**config.mk**
```make
export PLATFORM = sky130hd
export DESIGN_NAME = dcd_top
export DESIGN_NICKNAME = d
export VERILOG_FILES = /design/src/include/dcd_pkg.sv /design/src/core/dcd_store.sv /design/src/core/dcd_top.sv
export SDC_FILE = /design/constraint.sdc
export NUM_CORES = 1
export LEC_CHECK = 0
export BUFFER_PORTS_ARGS = -buffer_cell sky130_fd_sc_hd__buf_2
export CAP_MARGIN = 20
export CORE_MARGIN = 2
export CORE_UTILIZATION = 35
export DETAILED_ROUTE_END_ITERATION = 7
export SYNTH_ARGS = -nofsm -noshare
export SYNTH_HDL_FRONTEND = slang
export SYNTH_SLANG_ARGS = --single-unit
```
**constraint.sdc**
```tcl
create_clock -name pclk -period 7.64 [get_ports pclk]
set_clock_uncertainty 0.2 [all_clocks]
set_input_delay 1.146 -clock pclk [delete_from_list [all_inputs] [get_ports pclk]]
set_output_delay 1.146 -clock pclk [all_outputs]
set_load 0.02 [all_outputs]
```
**src/include/dcd_pkg.sv**
```systemverilog
// Purpose: Shared constants and carrier types for the configuration decoder
// Assumes: 32-bit APB, word-aligned registers
// Notes: Configuration bit positions follow the stored word layout
package dcd_pkg;
  localparam logic [11:0] DCD_OFF_CFG1 = 12'h000;
  localparam logic [11:0] DCD_OFF_CFG2 = 12'h004;
  localparam logic [11:0] DCD_OFF_CFG3 = 12'h008;
  localparam logic [11:0] DCD_OFF_CTRL = 12'h00C;
  localparam logic [11:0] DCD_OFF_IDENT = 12'h010;
  localparam logic [11:0] DCD_OFF_UNLOCK = 12'h014;
  localparam logic [11:0] DCD_OFF_REMAP = 12'h018;
  localparam logic [11:0] DCD_OFF_MODDIS = 12'h01C;
  localparam logic [31:0] DCD_UNLOCK_KEY1 = 32'hAA996655;
  localparam logic [31:0] DCD_UNLOCK_KEY2 = 32'h556699AA;
  // Arbitrary neutral identity values
  localparam logic [3:0] DCD_REVISION = 4'h1;
  localparam logic [27:0] DCD_PART_IDENT = 28'h0000001;
  localparam int DCD_CTRL_REMAP_LOCK = 13;
  localparam int DCD_CTRL_MODDIS_LOCK = 12;
  localparam int DCD_CTRL_JTAG = 3;
  localparam int DCD_CTRL_TRACE = 2;
  localparam int DCD_CTRL_TDO = 0;
  localparam logic [31:0] DCD_CTRL_MASK = 32'h0000300D;
  localparam int DCD_CFG0_JTAG = 2;
  localparam logic [4:0] DCD_POSTSCALE_MAX = 5'h14;
  localparam logic [1:0] DCD_POSC_EXT = 2'h0;
  localparam logic [1:0] DCD_POSC_OFF = 2'h3;
  localparam logic [2:0] DCD_LOAD_WORDS = 3'h4;

  typedef enum logic [1:0] {
    DCD_WIN_75 = 2'h0,
    DCD_WIN_50 = 2'h1,
    DCD_WIN_37_5 = 2'h2,
    DCD_WIN_25 = 2'h3
  } dcd_window_t;

  typedef enum logic [1:0] {
    DCD_POSC_EXTERNAL = 2'h0,
    DCD_POSC_MEDIUM = 2'h1,
    DCD_POSC_HIGH = 2'h2,
    DCD_POSC_DISABLED = 2'h3
  } dcd_posc_t;

  typedef enum logic [2:0] {
    DCD_SRC_FRC = 3'h0,
    DCD_SRC_FRC_DIV_PLL = 3'h1,
    DCD_SRC_PRIMARY = 3'h2,
    DCD_SRC_PRIMARY_PLL = 3'h3,
    DCD_SRC_SECONDARY = 3'h4,
    DCD_SRC_LOW_POWER_RC_OSCILLATOR = 3'h5,
    DCD_SRC_FRC_DIV16 = 3'h6,
    DCD_SRC_FRC_DIV = 3'h7
  } dcd_src_t;

  typedef enum logic [2:0] {
    DCD_ST_RESET = 3'b000,
    DCD_ST_FETCH = 3'b001,
    DCD_ST_WAIT = 3'b011,
    DCD_ST_RUN = 3'b010
  } dcd_state_t;

  typedef struct packed {
    dcd_window_t window_size;
    logic force_on;
    logic window_off;
    logic [20:0] postscale_ratio_log2_onehot;
  } dcd_wdt_t;

  typedef struct packed {
    logic switch_enable;
    logic monitor_enable;
    logic [3:0] periph_bus_div;
    logic clock_out_enable;
    dcd_posc_t posc_mode;
    logic two_speed_startup;
    logic secondary_osc_enable;
    dcd_src_t startup_src;
  } dcd_clk_t;

  typedef struct packed {
    logic [8:0] sys_out_div;
    logic usb_pll_bypass;
    logic [3:0] usb_in_div;
    logic [3:0] sys_in_div;
    logic [4:0] sys_mult;
  } dcd_pll_t;

  typedef struct packed {
    logic vbus_on_usb;
    logic usb_id_usb;
    logic pin_remap_one_shot;
    logic module_disable_one_shot;
    logic [15:0] user_ident_field;
  } dcd_pins_t;
endpackage

```
**src/core/dcd_store.sv**
```systemverilog
// Purpose: Small storage for the nonvolatile configuration words
// Assumes: Contents come from nonvolatile storage on the nv_image input
// Notes: Read data registered, one cycle latency
`timescale 1ns/100ps
module dcd_store
  import dcd_pkg::*;
(
  input wire logic pclk,
  input wire logic presetn,
  input wire logic [1:0] rd_addr,
  output logic [31:0] rd_data,
  input wire logic [127:0] nv_image
);
  always_ff @(posedge pclk or negedge presetn) begin
    if (!presetn) begin
      rd_data <= 32'h00000000;
    end else begin
      rd_data <= nv_image[32*rd_addr +: 32];
    end
  end
endmodule

```
**src/core/dcd_top.sv**
```systemverilog
// Purpose: Configuration word loader and decoder with APB register view
// Assumes: nv_image stable while the block loads after reset
// Notes: Words 0..3 at nv_image bits 31:0..127:96
// Overview of operation
// Window size 11=25%, 10=37.5%, 01=50%, 00=75%.
// Force-on bit set keeps watchdog on; clear leaves it to software.
// Window-off bit set gives non-window mode, clear gives windowed.
// Postscale code n up to 10100 gives 2^n; others act as 10100.
// Switch field 1x disables both, 01 switching only, 00 both on.
// Peripheral bus clock is system clock over 1, 2, 4 or 8.
// Clock out active when bit clear and primary mode off or external.
// Primary mode 11 off, 10 high speed, 01 medium, 00 external.
// Two-speed start-up follows its configuration bit.
// Secondary oscillator enable follows its configuration bit.
// Start-up source field selects one of eight oscillator sources.
// Programmer must not disable primary while it is the source.
// System PLL output divisor 1,2,4,8,16,32,64,256.
// USB PLL bit 1 bypasses the PLL, 0 enables it.
// Both PLL input dividers: 1,2,3,4,5,6,10,12.
// System PLL multiplier 15..21 then 24.
// Pin owner bits give VBUS-on and ID pins to USB when set.
// One-shot bits allow one lock reconfiguration when set.
// Sixteen-bit user identifier held and readable.
// Locks block remap and module-disable writes; unlock needed to change.
// Control bits: jtag enable, trace enable, two-wire TDO reset 1.
// Identification register read-only: revision 31:28, part 27:0.
// Word 0 jtag bit gives control jtag enable reset value.
// Words loaded after reset before settings are released, then frozen.
//
// Decided for this implementation: the register addresses and the APB interface to the registers.
`timescale 1ns/100ps
module dcd_top
  import dcd_pkg::*;
(
  input wire logic pclk,
  input wire logic presetn,
  input wire logic psel,
  input wire logic penable,
  input wire logic pwrite,
  input wire logic [11:0] paddr,
  input wire logic [31:0] pwdata,
  output logic [31:0] prdata,
  output logic pready,
  output logic pslverr,
  input wire logic [127:0] nv_image,
  output logic config_valid,
  output dcd_wdt_t wdt_cfg,
  output dcd_clk_t clk_cfg,
  output dcd_pll_t pll_cfg,
  output dcd_pins_t pins_cfg,
  output logic pin_remap_lock,
  output logic module_disable_lock,
  output logic jtag_port_enable,
  output logic trace_output_enable,
  output logic two_wire_tdo_use,
  output logic [31:0] pin_remap_q,
  output logic [31:0] module_disable_q
);
  dcd_state_t state_q;
  logic [2:0] idx_q;
  logic [1:0] rd_addr;
  logic [31:0] rd_data;
  logic [31:0] cfg0_q, cfg1_q, cfg2_q, cfg3_q;
  logic [1:0] unlock_q;
  logic remap_used_q, moddis_used_q;
  logic wr_en, rd_en, unlocked;
  logic [31:0] rd_mux;
  logic rd_err;
  logic [20:0] post_onehot;

  assign rd_addr = idx_q[1:0];

  dcd_store u_store (
    .pclk(pclk),
    .presetn(presetn),
    .rd_addr(rd_addr),
    .rd_data(rd_data),
    .nv_image(nv_image)
  );

  // load sequence
  // Two edges per word: address out, then registered word back
  always_ff @(posedge pclk or negedge presetn) begin
    if (!presetn) begin
      state_q <= DCD_ST_RESET;
      idx_q <= 3'h0;
    end else begin
      case (state_q)
        DCD_ST_RESET: begin
          state_q <= DCD_ST_FETCH;
          idx_q <= 3'h0;
        end
        DCD_ST_FETCH: begin
          state_q <= DCD_ST_WAIT;
        end
        DCD_ST_WAIT: begin
          idx_q <= idx_q + 3'h1;
          if (idx_q + 3'h1 == DCD_LOAD_WORDS) begin
            state_q <= DCD_ST_RUN;
          end else begin
            state_q <= DCD_ST_FETCH;
          end
        end
        default: begin
          state_q <= DCD_ST_RUN;
        end
      endcase
    end
  end

  // words frozen once captured
  always_ff @(posedge pclk or negedge presetn) begin
    if (!presetn) begin
      cfg0_q <= 32'hFFFFFFFF;
      cfg1_q <= 32'hFFFFFFFF;
      cfg2_q <= 32'hFFFFFFFF;
      cfg3_q <= 32'h00000000;
    end else if (state_q == DCD_ST_WAIT) begin
      case (idx_q[1:0])
        2'h0: cfg0_q <= rd_data;
        2'h1: cfg1_q <= rd_data;
        2'h2: cfg2_q <= rd_data;
        default: cfg3_q <= rd_data & 32'hF000FFFF;
      endcase
    end
  end

  // High the edge after the last word lands; structs settle with it
  always_ff @(posedge pclk or negedge presetn) begin
    if (!presetn) begin
      config_valid <= 1'b0;
    end else begin
      config_valid <= (state_q == DCD_ST_RUN);
    end
  end

  // one match per ratio bit; codes past 10100 fold onto the top bit
  for (genvar n = 0; n <= int'(DCD_POSTSCALE_MAX); n++) begin : g_post
    if (n == int'(DCD_POSTSCALE_MAX)) begin : g_top
      assign post_onehot[n] = (cfg1_q[20:16] >= DCD_POSTSCALE_MAX);
    end else begin : g_low
      assign post_onehot[n] = (cfg1_q[20:16] == 5'(n));
    end
  end

  // Decoded settings, registered
  always_ff @(posedge pclk or negedge presetn) begin
    if (!presetn) begin
      wdt_cfg <= '0;
      clk_cfg <= '0;
      pll_cfg <= '0;
      pins_cfg <= '0;
    end else begin
      // window size code
      wdt_cfg.window_size <= dcd_window_t'(cfg1_q[25:24]);
      // force-on
      wdt_cfg.force_on <= cfg1_q[23];
      // window mode
      wdt_cfg.window_off <= cfg1_q[22];
      // postscale one-hot
      wdt_cfg.postscale_ratio_log2_onehot <= post_onehot;
      // switching and monitor
      clk_cfg.switch_enable <= ~cfg1_q[15];
      clk_cfg.monitor_enable <= ~cfg1_q[15] & ~cfg1_q[14];
      // bus divisor
      clk_cfg.periph_bus_div <= 4'h1 << cfg1_q[13:12];
      // clock output gating
      clk_cfg.clock_out_enable <= ~cfg1_q[10] &
        ((cfg1_q[9:8] == DCD_POSC_OFF) || (cfg1_q[9:8] == DCD_POSC_EXT));
      // primary mode
      clk_cfg.posc_mode <= dcd_posc_t'(cfg1_q[9:8]);
      // two-speed
      clk_cfg.two_speed_startup <= cfg1_q[7];
      // secondary oscillator
      clk_cfg.secondary_osc_enable <= cfg1_q[5];
      // start-up source; R12 primary-off conflict is the programmer's duty
      clk_cfg.startup_src <= dcd_src_t'(cfg1_q[2:0]);
      // output divisor
      pll_cfg.sys_out_div <= out_div(cfg2_q[18:16]);
      // USB PLL bypass
      pll_cfg.usb_pll_bypass <= cfg2_q[15];
      // input dividers
      pll_cfg.usb_in_div <= in_div(cfg2_q[10:8]);
      pll_cfg.sys_in_div <= in_div(cfg2_q[2:0]);
      // multiplier
      pll_cfg.sys_mult <= pll_mult(cfg2_q[6:4]);
      // pin ownership; R18 one-shot policy; R19 user identifier
      pins_cfg <= {cfg3_q[31:28], cfg3_q[15:0]};
    end
  end

  // one table shared by both input dividers
  function automatic logic [3:0] in_div(input logic [2:0] code);
    case (code)
      3'h0: in_div = 4'h1;
      3'h1: in_div = 4'h2;
      3'h2: in_div = 4'h3;
      3'h3: in_div = 4'h4;
      3'h4: in_div = 4'h5;
      3'h5: in_div = 4'h6;
      3'h6: in_div = 4'hA;
      default: in_div = 4'hC;
    endcase
  endfunction

  // Code 111 jumps to 256; no divide by 128 exists
  function automatic logic [8:0] out_div(input logic [2:0] code);
    case (code)
      3'h0: out_div = 9'h001;
      3'h1: out_div = 9'h002;
      3'h2: out_div = 9'h004;
      3'h3: out_div = 9'h008;
      3'h4: out_div = 9'h010;
      3'h5: out_div = 9'h020;
      3'h6: out_div = 9'h040;
      default: out_div = 9'h100;
    endcase
  endfunction

  // Code 111 jumps to 24; 22 and 23 are not offered
  function automatic logic [4:0] pll_mult(input logic [2:0] code);
    case (code)
      3'h0: pll_mult = 5'h0F;
      3'h1: pll_mult = 5'h10;
      3'h2: pll_mult = 5'h11;
      3'h3: pll_mult = 5'h12;
      3'h4: pll_mult = 5'h13;
      3'h5: pll_mult = 5'h14;
      3'h6: pll_mult = 5'h15;
      default: pll_mult = 5'h18;
    endcase
  endfunction

  assign wr_en = psel & penable & pwrite;
  assign rd_en = psel & ~penable & ~pwrite;
  assign unlocked = (unlock_q == 2'h2);

  // Unlock key sequence; any other write to the unlock word re-arms it
  always_ff @(posedge pclk or negedge presetn) begin
    if (!presetn) begin
      unlock_q <= 2'h0;
    end else if (wr_en && paddr == DCD_OFF_UNLOCK) begin
      if (pwdata == DCD_UNLOCK_KEY1) begin
        unlock_q <= 2'h1;
      end else if (pwdata == DCD_UNLOCK_KEY2 && unlock_q == 2'h1) begin
        unlock_q <= 2'h2;
      end else begin
        unlock_q <= 2'h0;
      end
    end
  end

  // debug bits; R23 jtag reset value taken from word 0 at load
  // Software writes are dropped until the loader is done so the word 0 value is not lost
  always_ff @(posedge pclk or negedge presetn) begin
    if (!presetn) begin
      jtag_port_enable <= 1'b0;
      trace_output_enable <= 1'b0;
      two_wire_tdo_use <= 1'b1;
    end else if (state_q == DCD_ST_WAIT && idx_q[1:0] == 2'h0) begin
      jtag_port_enable <= rd_data[DCD_CFG0_JTAG];
    end else if (wr_en && paddr == DCD_OFF_CTRL && state_q == DCD_ST_RUN) begin
      jtag_port_enable <= pwdata[DCD_CTRL_JTAG];
      trace_output_enable <= pwdata[DCD_CTRL_TRACE];
      two_wire_tdo_use <= pwdata[DCD_CTRL_TDO];
    end
  end

  // locks change only after unlock; R18 one-shot limits to one change
  // Used flag records a set only; a clear never spends the one shot
  always_ff @(posedge pclk or negedge presetn) begin
    if (!presetn) begin
      pin_remap_lock <= 1'b0;
      module_disable_lock <= 1'b0;
      remap_used_q <= 1'b0;
      moddis_used_q <= 1'b0;
    end else if (wr_en && paddr == DCD_OFF_CTRL && unlocked) begin
      if (!(pins_cfg.pin_remap_one_shot && remap_used_q) &&
          pwdata[DCD_CTRL_REMAP_LOCK] != pin_remap_lock) begin
        pin_remap_lock <= pwdata[DCD_CTRL_REMAP_LOCK];
        remap_used_q <= pwdata[DCD_CTRL_REMAP_LOCK];
      end
      if (!(pins_cfg.module_disable_one_shot && moddis_used_q) &&
          pwdata[DCD_CTRL_MODDIS_LOCK] != module_disable_lock) begin
        module_disable_lock <= pwdata[DCD_CTRL_MODDIS_LOCK];
        moddis_used_q <= pwdata[DCD_CTRL_MODDIS_LOCK];
      end
    end
  end

  // guarded remap and module-disable registers
  always_ff @(posedge pclk or negedge presetn) begin
    if (!presetn) begin
      pin_remap_q <= 32'h00000000;
      module_disable_q <= 32'h00000000;
    end else if (wr_en) begin
      if (paddr == DCD_OFF_REMAP && !pin_remap_lock) begin
        pin_remap_q <= pwdata;
      end
      if (paddr == DCD_OFF_MODDIS && !module_disable_lock) begin
        module_disable_q <= pwdata;
      end
    end
  end

  // Read decode; R22 identification is read-only
  always_comb begin
    rd_mux = 32'h00000000;
    rd_err = 1'b0;
    if (paddr == DCD_OFF_CFG1) begin
      rd_mux = cfg1_q;
    end else if (paddr == DCD_OFF_CFG2) begin
      rd_mux = cfg2_q;
    end else if (paddr == DCD_OFF_CFG3) begin
      rd_mux = cfg3_q;
    end else if (paddr == DCD_OFF_CTRL) begin
      rd_mux = {18'h0, pin_remap_lock, module_disable_lock, 8'h0,
        jtag_port_enable, trace_output_enable, 1'b0, two_wire_tdo_use} & DCD_CTRL_MASK;
    end else if (paddr == DCD_OFF_IDENT) begin
      rd_mux = {DCD_REVISION, DCD_PART_IDENT};
    end else if (paddr == DCD_OFF_UNLOCK) begin
      rd_mux = 32'h00000000;
    end else if (paddr == DCD_OFF_REMAP) begin
      rd_mux = pin_remap_q;
    end else if (paddr == DCD_OFF_MODDIS) begin
      rd_mux = module_disable_q;
    end else begin
      rd_err = 1'b1;
    end
  end

  // Registered answer: ready in every access phase, error on unmapped
  // Writes to read-only words are dropped without an error
  always_ff @(posedge pclk or negedge presetn) begin
    if (!presetn) begin
      prdata <= 32'h00000000;
      pready <= 1'b0;
      pslverr <= 1'b0;
    end else begin
      pready <= psel & ~penable;
      pslverr <= psel & ~penable & rd_err;
      if (rd_en) begin
        prdata <= rd_mux;
      end
    end
  end
endmodule

```
# After elaboration in Yosys (flattened, before gate mapping)

Cells that the tools add are included.

Bits in registers: 310
Output and inout port bits: 186
Word-level logic and storage cells: 185
Bits of input ports: 177

Bitwise gates (word level): 14
Order comparisons: 1
Shifts and indexed selects: 2
$add $sub $neg: 1
Muxes and demuxes: 27
Reduce and logical (&&, ||, !) cells: 37
Eq/ne operators: 63

Operator list:

| cell                                                               | number |
|---|---|
| 32-bit 2-to-1 mux                                                  | 8 |
| 128-bit by 8-bit variable part select with 32-bit output           | 1 |
| 9-bit one-hot mux with 7 select lines                              | 1 |
| 4-bit one-hot mux with 7 select lines                              | 2 |
| 12-bit by 5-bit == test with 1-bit output (second input constant)  | 4 |
| 5-bit by 4-bit == test with 1-bit output (second input constant)   | 8 |
| 3-bit == test (second input constant)                              | 13 |
| 5-bit one-hot mux with 7 select lines                              | 1 |
| 32-bit by 31-bit == test with 1-bit output (second input constant) | 1 |
| 32-bit == test (second input constant)                             | 1 |
| 3-bit by 2-bit == test with 1-bit output (second input constant)   | 10 |
| 12-bit by 4-bit == test with 1-bit output (second input constant)  | 2 |
| 5-bit by 3-bit == test with 1-bit output (second input constant)   | 4 |
| 5-bit == test (second input constant)                              | 4 |
| 2-bit AND reduction                                                | 8 |
| 3-bit by 1-bit == test with 1-bit output (second input constant)   | 5 |
| 3-bit zero test                                                    | 5 |
| 12-bit by 3-bit == test with 1-bit output (second input constant)  | 1 |
| 1-bit logical AND                                                  | 12 |
| 12-bit zero test                                                   | 1 |
| 5-bit by 2-bit == test with 1-bit output (second input constant)   | 2 |
| 1-bit 2-to-1 mux                                                   | 10 |
| 3-bit one-hot mux with 3 select lines                              | 1 |
| 1-bit bitwise AND                                                  | 7 |
| 16 further kinds                                                   | 33 |

# Depth between registers and ports, before layout

Word-level depth: 10
Depth in mapped cells: 8
Gate-level depth less buffers: 6

# Hierarchy

Synthesis repeated with hierarchy kept, for this count alone.

Cells, all modules: 921
Area total of the unflattened synthesis: 13,052.5 µm²

By module, submodules not included:

| module    | area each (µm²) | instances | cells an instance | seq. area each (µm²) |
|---|---|---|---|---|
| dcd_top   | 11,437.2        | 1         | 850               | 6,988.0 |
| dcd_store | 1,615.3         | 1         | 71                | 800.8 |

# Worst setup path after synthesis

OpenSTA, ideal clock, no wires.

Kind: input to register
Start: in paddr[9]
End: reg pin_remap_q[16]
Arrival: 2.779 ns
Stages on the path: 6
Data required time: 7.315 ns
Path buffers: 2
Path slack: 4.536 ns
Library setup time: 0.125 ns
Path through: or4_4 > nor2_1 > and4b_1 > buf_4 > buf_6 > mux2_2

Longest elaborated chain between the ends: 3

RTL lines:

| what                                      | RTL line       | source |
|---|---|---|
| start: declaration                        | dcd_top.sv:40  | `input wire logic [11:0] paddr,` |
| 12-bit by 5-bit == test with 1-bit output | dcd_top.sv:297 | `if (paddr == DCD_OFF_REMAP && !pin_remap_lock) begin` |
| 1-bit logical AND                         | dcd_top.sv:297 |  |
| 2-bit AND reduction (no source line)      | n/a            |  |
| end signal: assignment                    | dcd_top.sv:298 | `pin_remap_q <= pwdata;` |
| end: declaration                          | dcd_top.sv:56  | `output logic [31:0] pin_remap_q,` |

No other way between the ends.
A chain may end at the register's enable or synchronous reset.

# Worst setup path after layout

Start: in paddr[4]
End: reg pin_remap_q[27]

The elaborated chain is that of the path after synthesis.

==> results.txt <==
status: completed
First DRT Iteration DRCs: 541
Die Area: 39000 sq um
worst r2r dst: cfg1_q[14]
Syn Area/Cell: 13.4 sq um
H-Tree Depth: 2
Core Region: 36800 sq um
Leak: 7.79 nW
RSZ-0062 raised after global routing: false
VDD IR max: 0.118 mV
fillers: 3435
PwrDens: 229 nW/um^2
Synth top area share: 0.464
Ports: 363
FMAX: 250 MHz
post-detail-place hpwl: 29200 um
CTS tree: built
maximum number of pins on one net before global-route repair: 121
postcts setup bufs: 0
Worst Hold Launch: cfg3_q[6]
CTS sink cnt: 308
layout cells sized above 1: 0.518
main flop type after synthesis: dfrtp_1
vias in the first global route: 10000
cts bufs inserted: 36
Slew @ Worst Pin: 1120 ps
Synth area leader: dfrtp_1
WL final: 40900 um
crit-path cells: buf_2 > or4b_1 > nor2_4 > and4b_2 > mux2_2
Slew Limit Fails: 0
Tot GR Track Use: 0.212
Area growth, synth to finish: 26.9%
via count: 9542
initial antenna violation count: 8
Worst EP required: 7840 ps
Vias/cell: 5.22
GPL Wtd Cong: 0.835
launching point of the worst reg2reg path: idx_q[1]
CP Data Arrival Time: 4210 ps
Worst path slowest cell: and4b_2
Max Cap Viol: 0
worst skew pair latency: 530 ps
Async SR Flop Fraction: 1.00
Yosys Warn Count: 0
CTS Root Cell: clkbuf_16
die height: 198 um
die width: 198 um
min Tclk post-route: 4010 ps
I/O Buffers: 361
Critical Path Fanout Max: 32
tightest hold margin: 197 ps
Max transition margin: 0.246
CP Capture Point: pin_remap_q[27]
aggregate global routing overflow: 0
Seq cells post-synth: 308
Reg clk slew, reported paths: 60 ps
CTS Buffer Depth: 3
Fin. Hold Viols: 0
Hold Buf Count CTS: 0
post-route antenna net violation count: 0
initial core utilization: 0.357
first-pass GRT wire length: 62000 um
crit path kind: input pin to flip-flop
total nets after synthesis: 1162
drt pass-1 iters: 4
Post-Syn Area: 13100 sq um
worst reg2reg path depth: 4
Synth area leaders: dfrtp_1 46%, dfstp_2 13%, mux2_2 13%
setup total negative slack: 0 ps
FP Rows: 70
register area share after synthesis: 0.594
cells after synthesis: 976
DRC Markers: 0
Netlist cell types: 56
crit start category: input pin
Post-synth EDFFs: 0
crit-path max cell delay: 900 ps
final worst path period share: 0.524
reg2reg setup slack: 4650 ps
Wirelength per Cell: 22.4 um
CP endpoint kind: flip-flop
Setup crit start: paddr[4]
cts repair resizes: 0
Hold Path Class: flip-flop to flip-flop
final setup violation count: 0
NumNets Final: 1513
==> final cells by class <==
type	instances	area, sq um	area share
multi-input combinational	564	4910	0.295
antenna	4	10.0	0.000601
clock buffer	49	1030	0.0619
timing repair buffer	377	1970	0.118
inverter	40	150	0.00902
tap	468	586	0.0352
sequential	308	7790	0.468
clock inverter	17	203	0.0122
==> report_power, final <==
group          internal (W)  switching [W]
clock               0.00109       0.000696
sequential          0.00171      0.0000444
combinational      0.000112       0.000169
==> routing by layer <==
metal,up-vias,track usage,share of wire
li1,4271,-,-
met1,4870,0.274,0.41
met2,314,0.342,0.48
met3,81,0.0534,0.078
met4,6,0.0816,0.031
met5,-,0,0.00086
==> placed cells by master, fill, tap and decap left out, types with 14 or more instances in the layout <==
cell,instances
a211oi_1,19
a21oi_1,19
a221oi_1,30
buf_2,360
clkbuf_16,37
dfrtp_1,241
dfstp_2,65
inv_1,40
mux2_2,150
mux4_2,32
nand2_1,33
nand2b_1,21
nor2_1,46
nor3_1,23
nor4_1,18
nor4bb_1,14
o21ai_0,38
==> worst min-delay path by stage <==
stage,cells after the start,to
after floorplan,0,pins_cfg[0]
after global placement,0,pins_cfg[6]
after detailed placement,0,pins_cfg[7]
after CTS,0,pins_cfg[6]
after global routing,0,pins_cfg[6]
final,0,pins_cfg[6]
==> critical path, delay by kind of cell <==
family	cells	cell delay (ps)
muxes	1	420
buffers and inverters	1	300
and+or+nand+nor	3	2300
==> synthesized netlist by cell type, types with 5 or more instances <==
cell      instances
a211oi_1         19
a21boi_0         12
a21oi_1          19
a221oi_1         30
a22oi_1          13
buf_1            11
buf_2             6
buf_4             6
clkbuf_1         38
dfrtp_1         243
dfstp_2          65
ha_1              9
inv_1            40
mux2_1            6
mux2_2          150
mux2i_1           5
mux4_2           32
nand2_1          35
nand2b_1         21
nand3_1           6
nand3b_1          6
nand4_1           7
nor2_1           48
nor2b_1           5
nor3_1           24
nor3b_1           6
nor4_1           18
nor4bb_1         14
o21ai_0          38
==> kinds of logic after synthesis <==
family | synth area share
compound gates | 0.0731
fa+ha+maj | 0.00858
flops | 0.594
other cells | 0.000286
buf+inv | 0.0338
simple gates | 0.0952
mux | 0.193
xor+xnor | 0.00267
==> state kept, by name, indices dropped and copies added, names as in the netlist, 2 cells and up <==
name and cells:
pll_cfg 22, pins_cfg 20, module_disable_q 32, pin_remap_q 32
unlock_q 2, cfg2_q 32, u_store.rd_data 32, cfg1_q 32
state_q 2, idx_q 3, clk_cfg 14, wdt_cfg 25
cfg3_q 20, prdata 32
==> through the flow <==
| stage | setup WS, ps | instances | cell area [sq um] | util | total power (W) |
|---|---|---|---|---|---|
| 2_1_floorplan | 4540 | 976 | 13100 | - | 0.00190 |
| 3_3_place_gp | 3140 | 1754 | 15300 | 0.417 | 0.00206 |
| 3_5_place_dp | 3080 | 1755 | 15400 | 0.418 | 0.00207 |
| 4_1_cts | 3620 | 1821 | 16600 | 0.451 | 0.00387 |
| 5_1_grt | 3510 | 1825 | 16600 | 0.453 | 0.00396 |
| 6_report | 3630 | 1827 | 16700 | 0.453 | 0.00382 |
(Power assumes the default switching activity.)
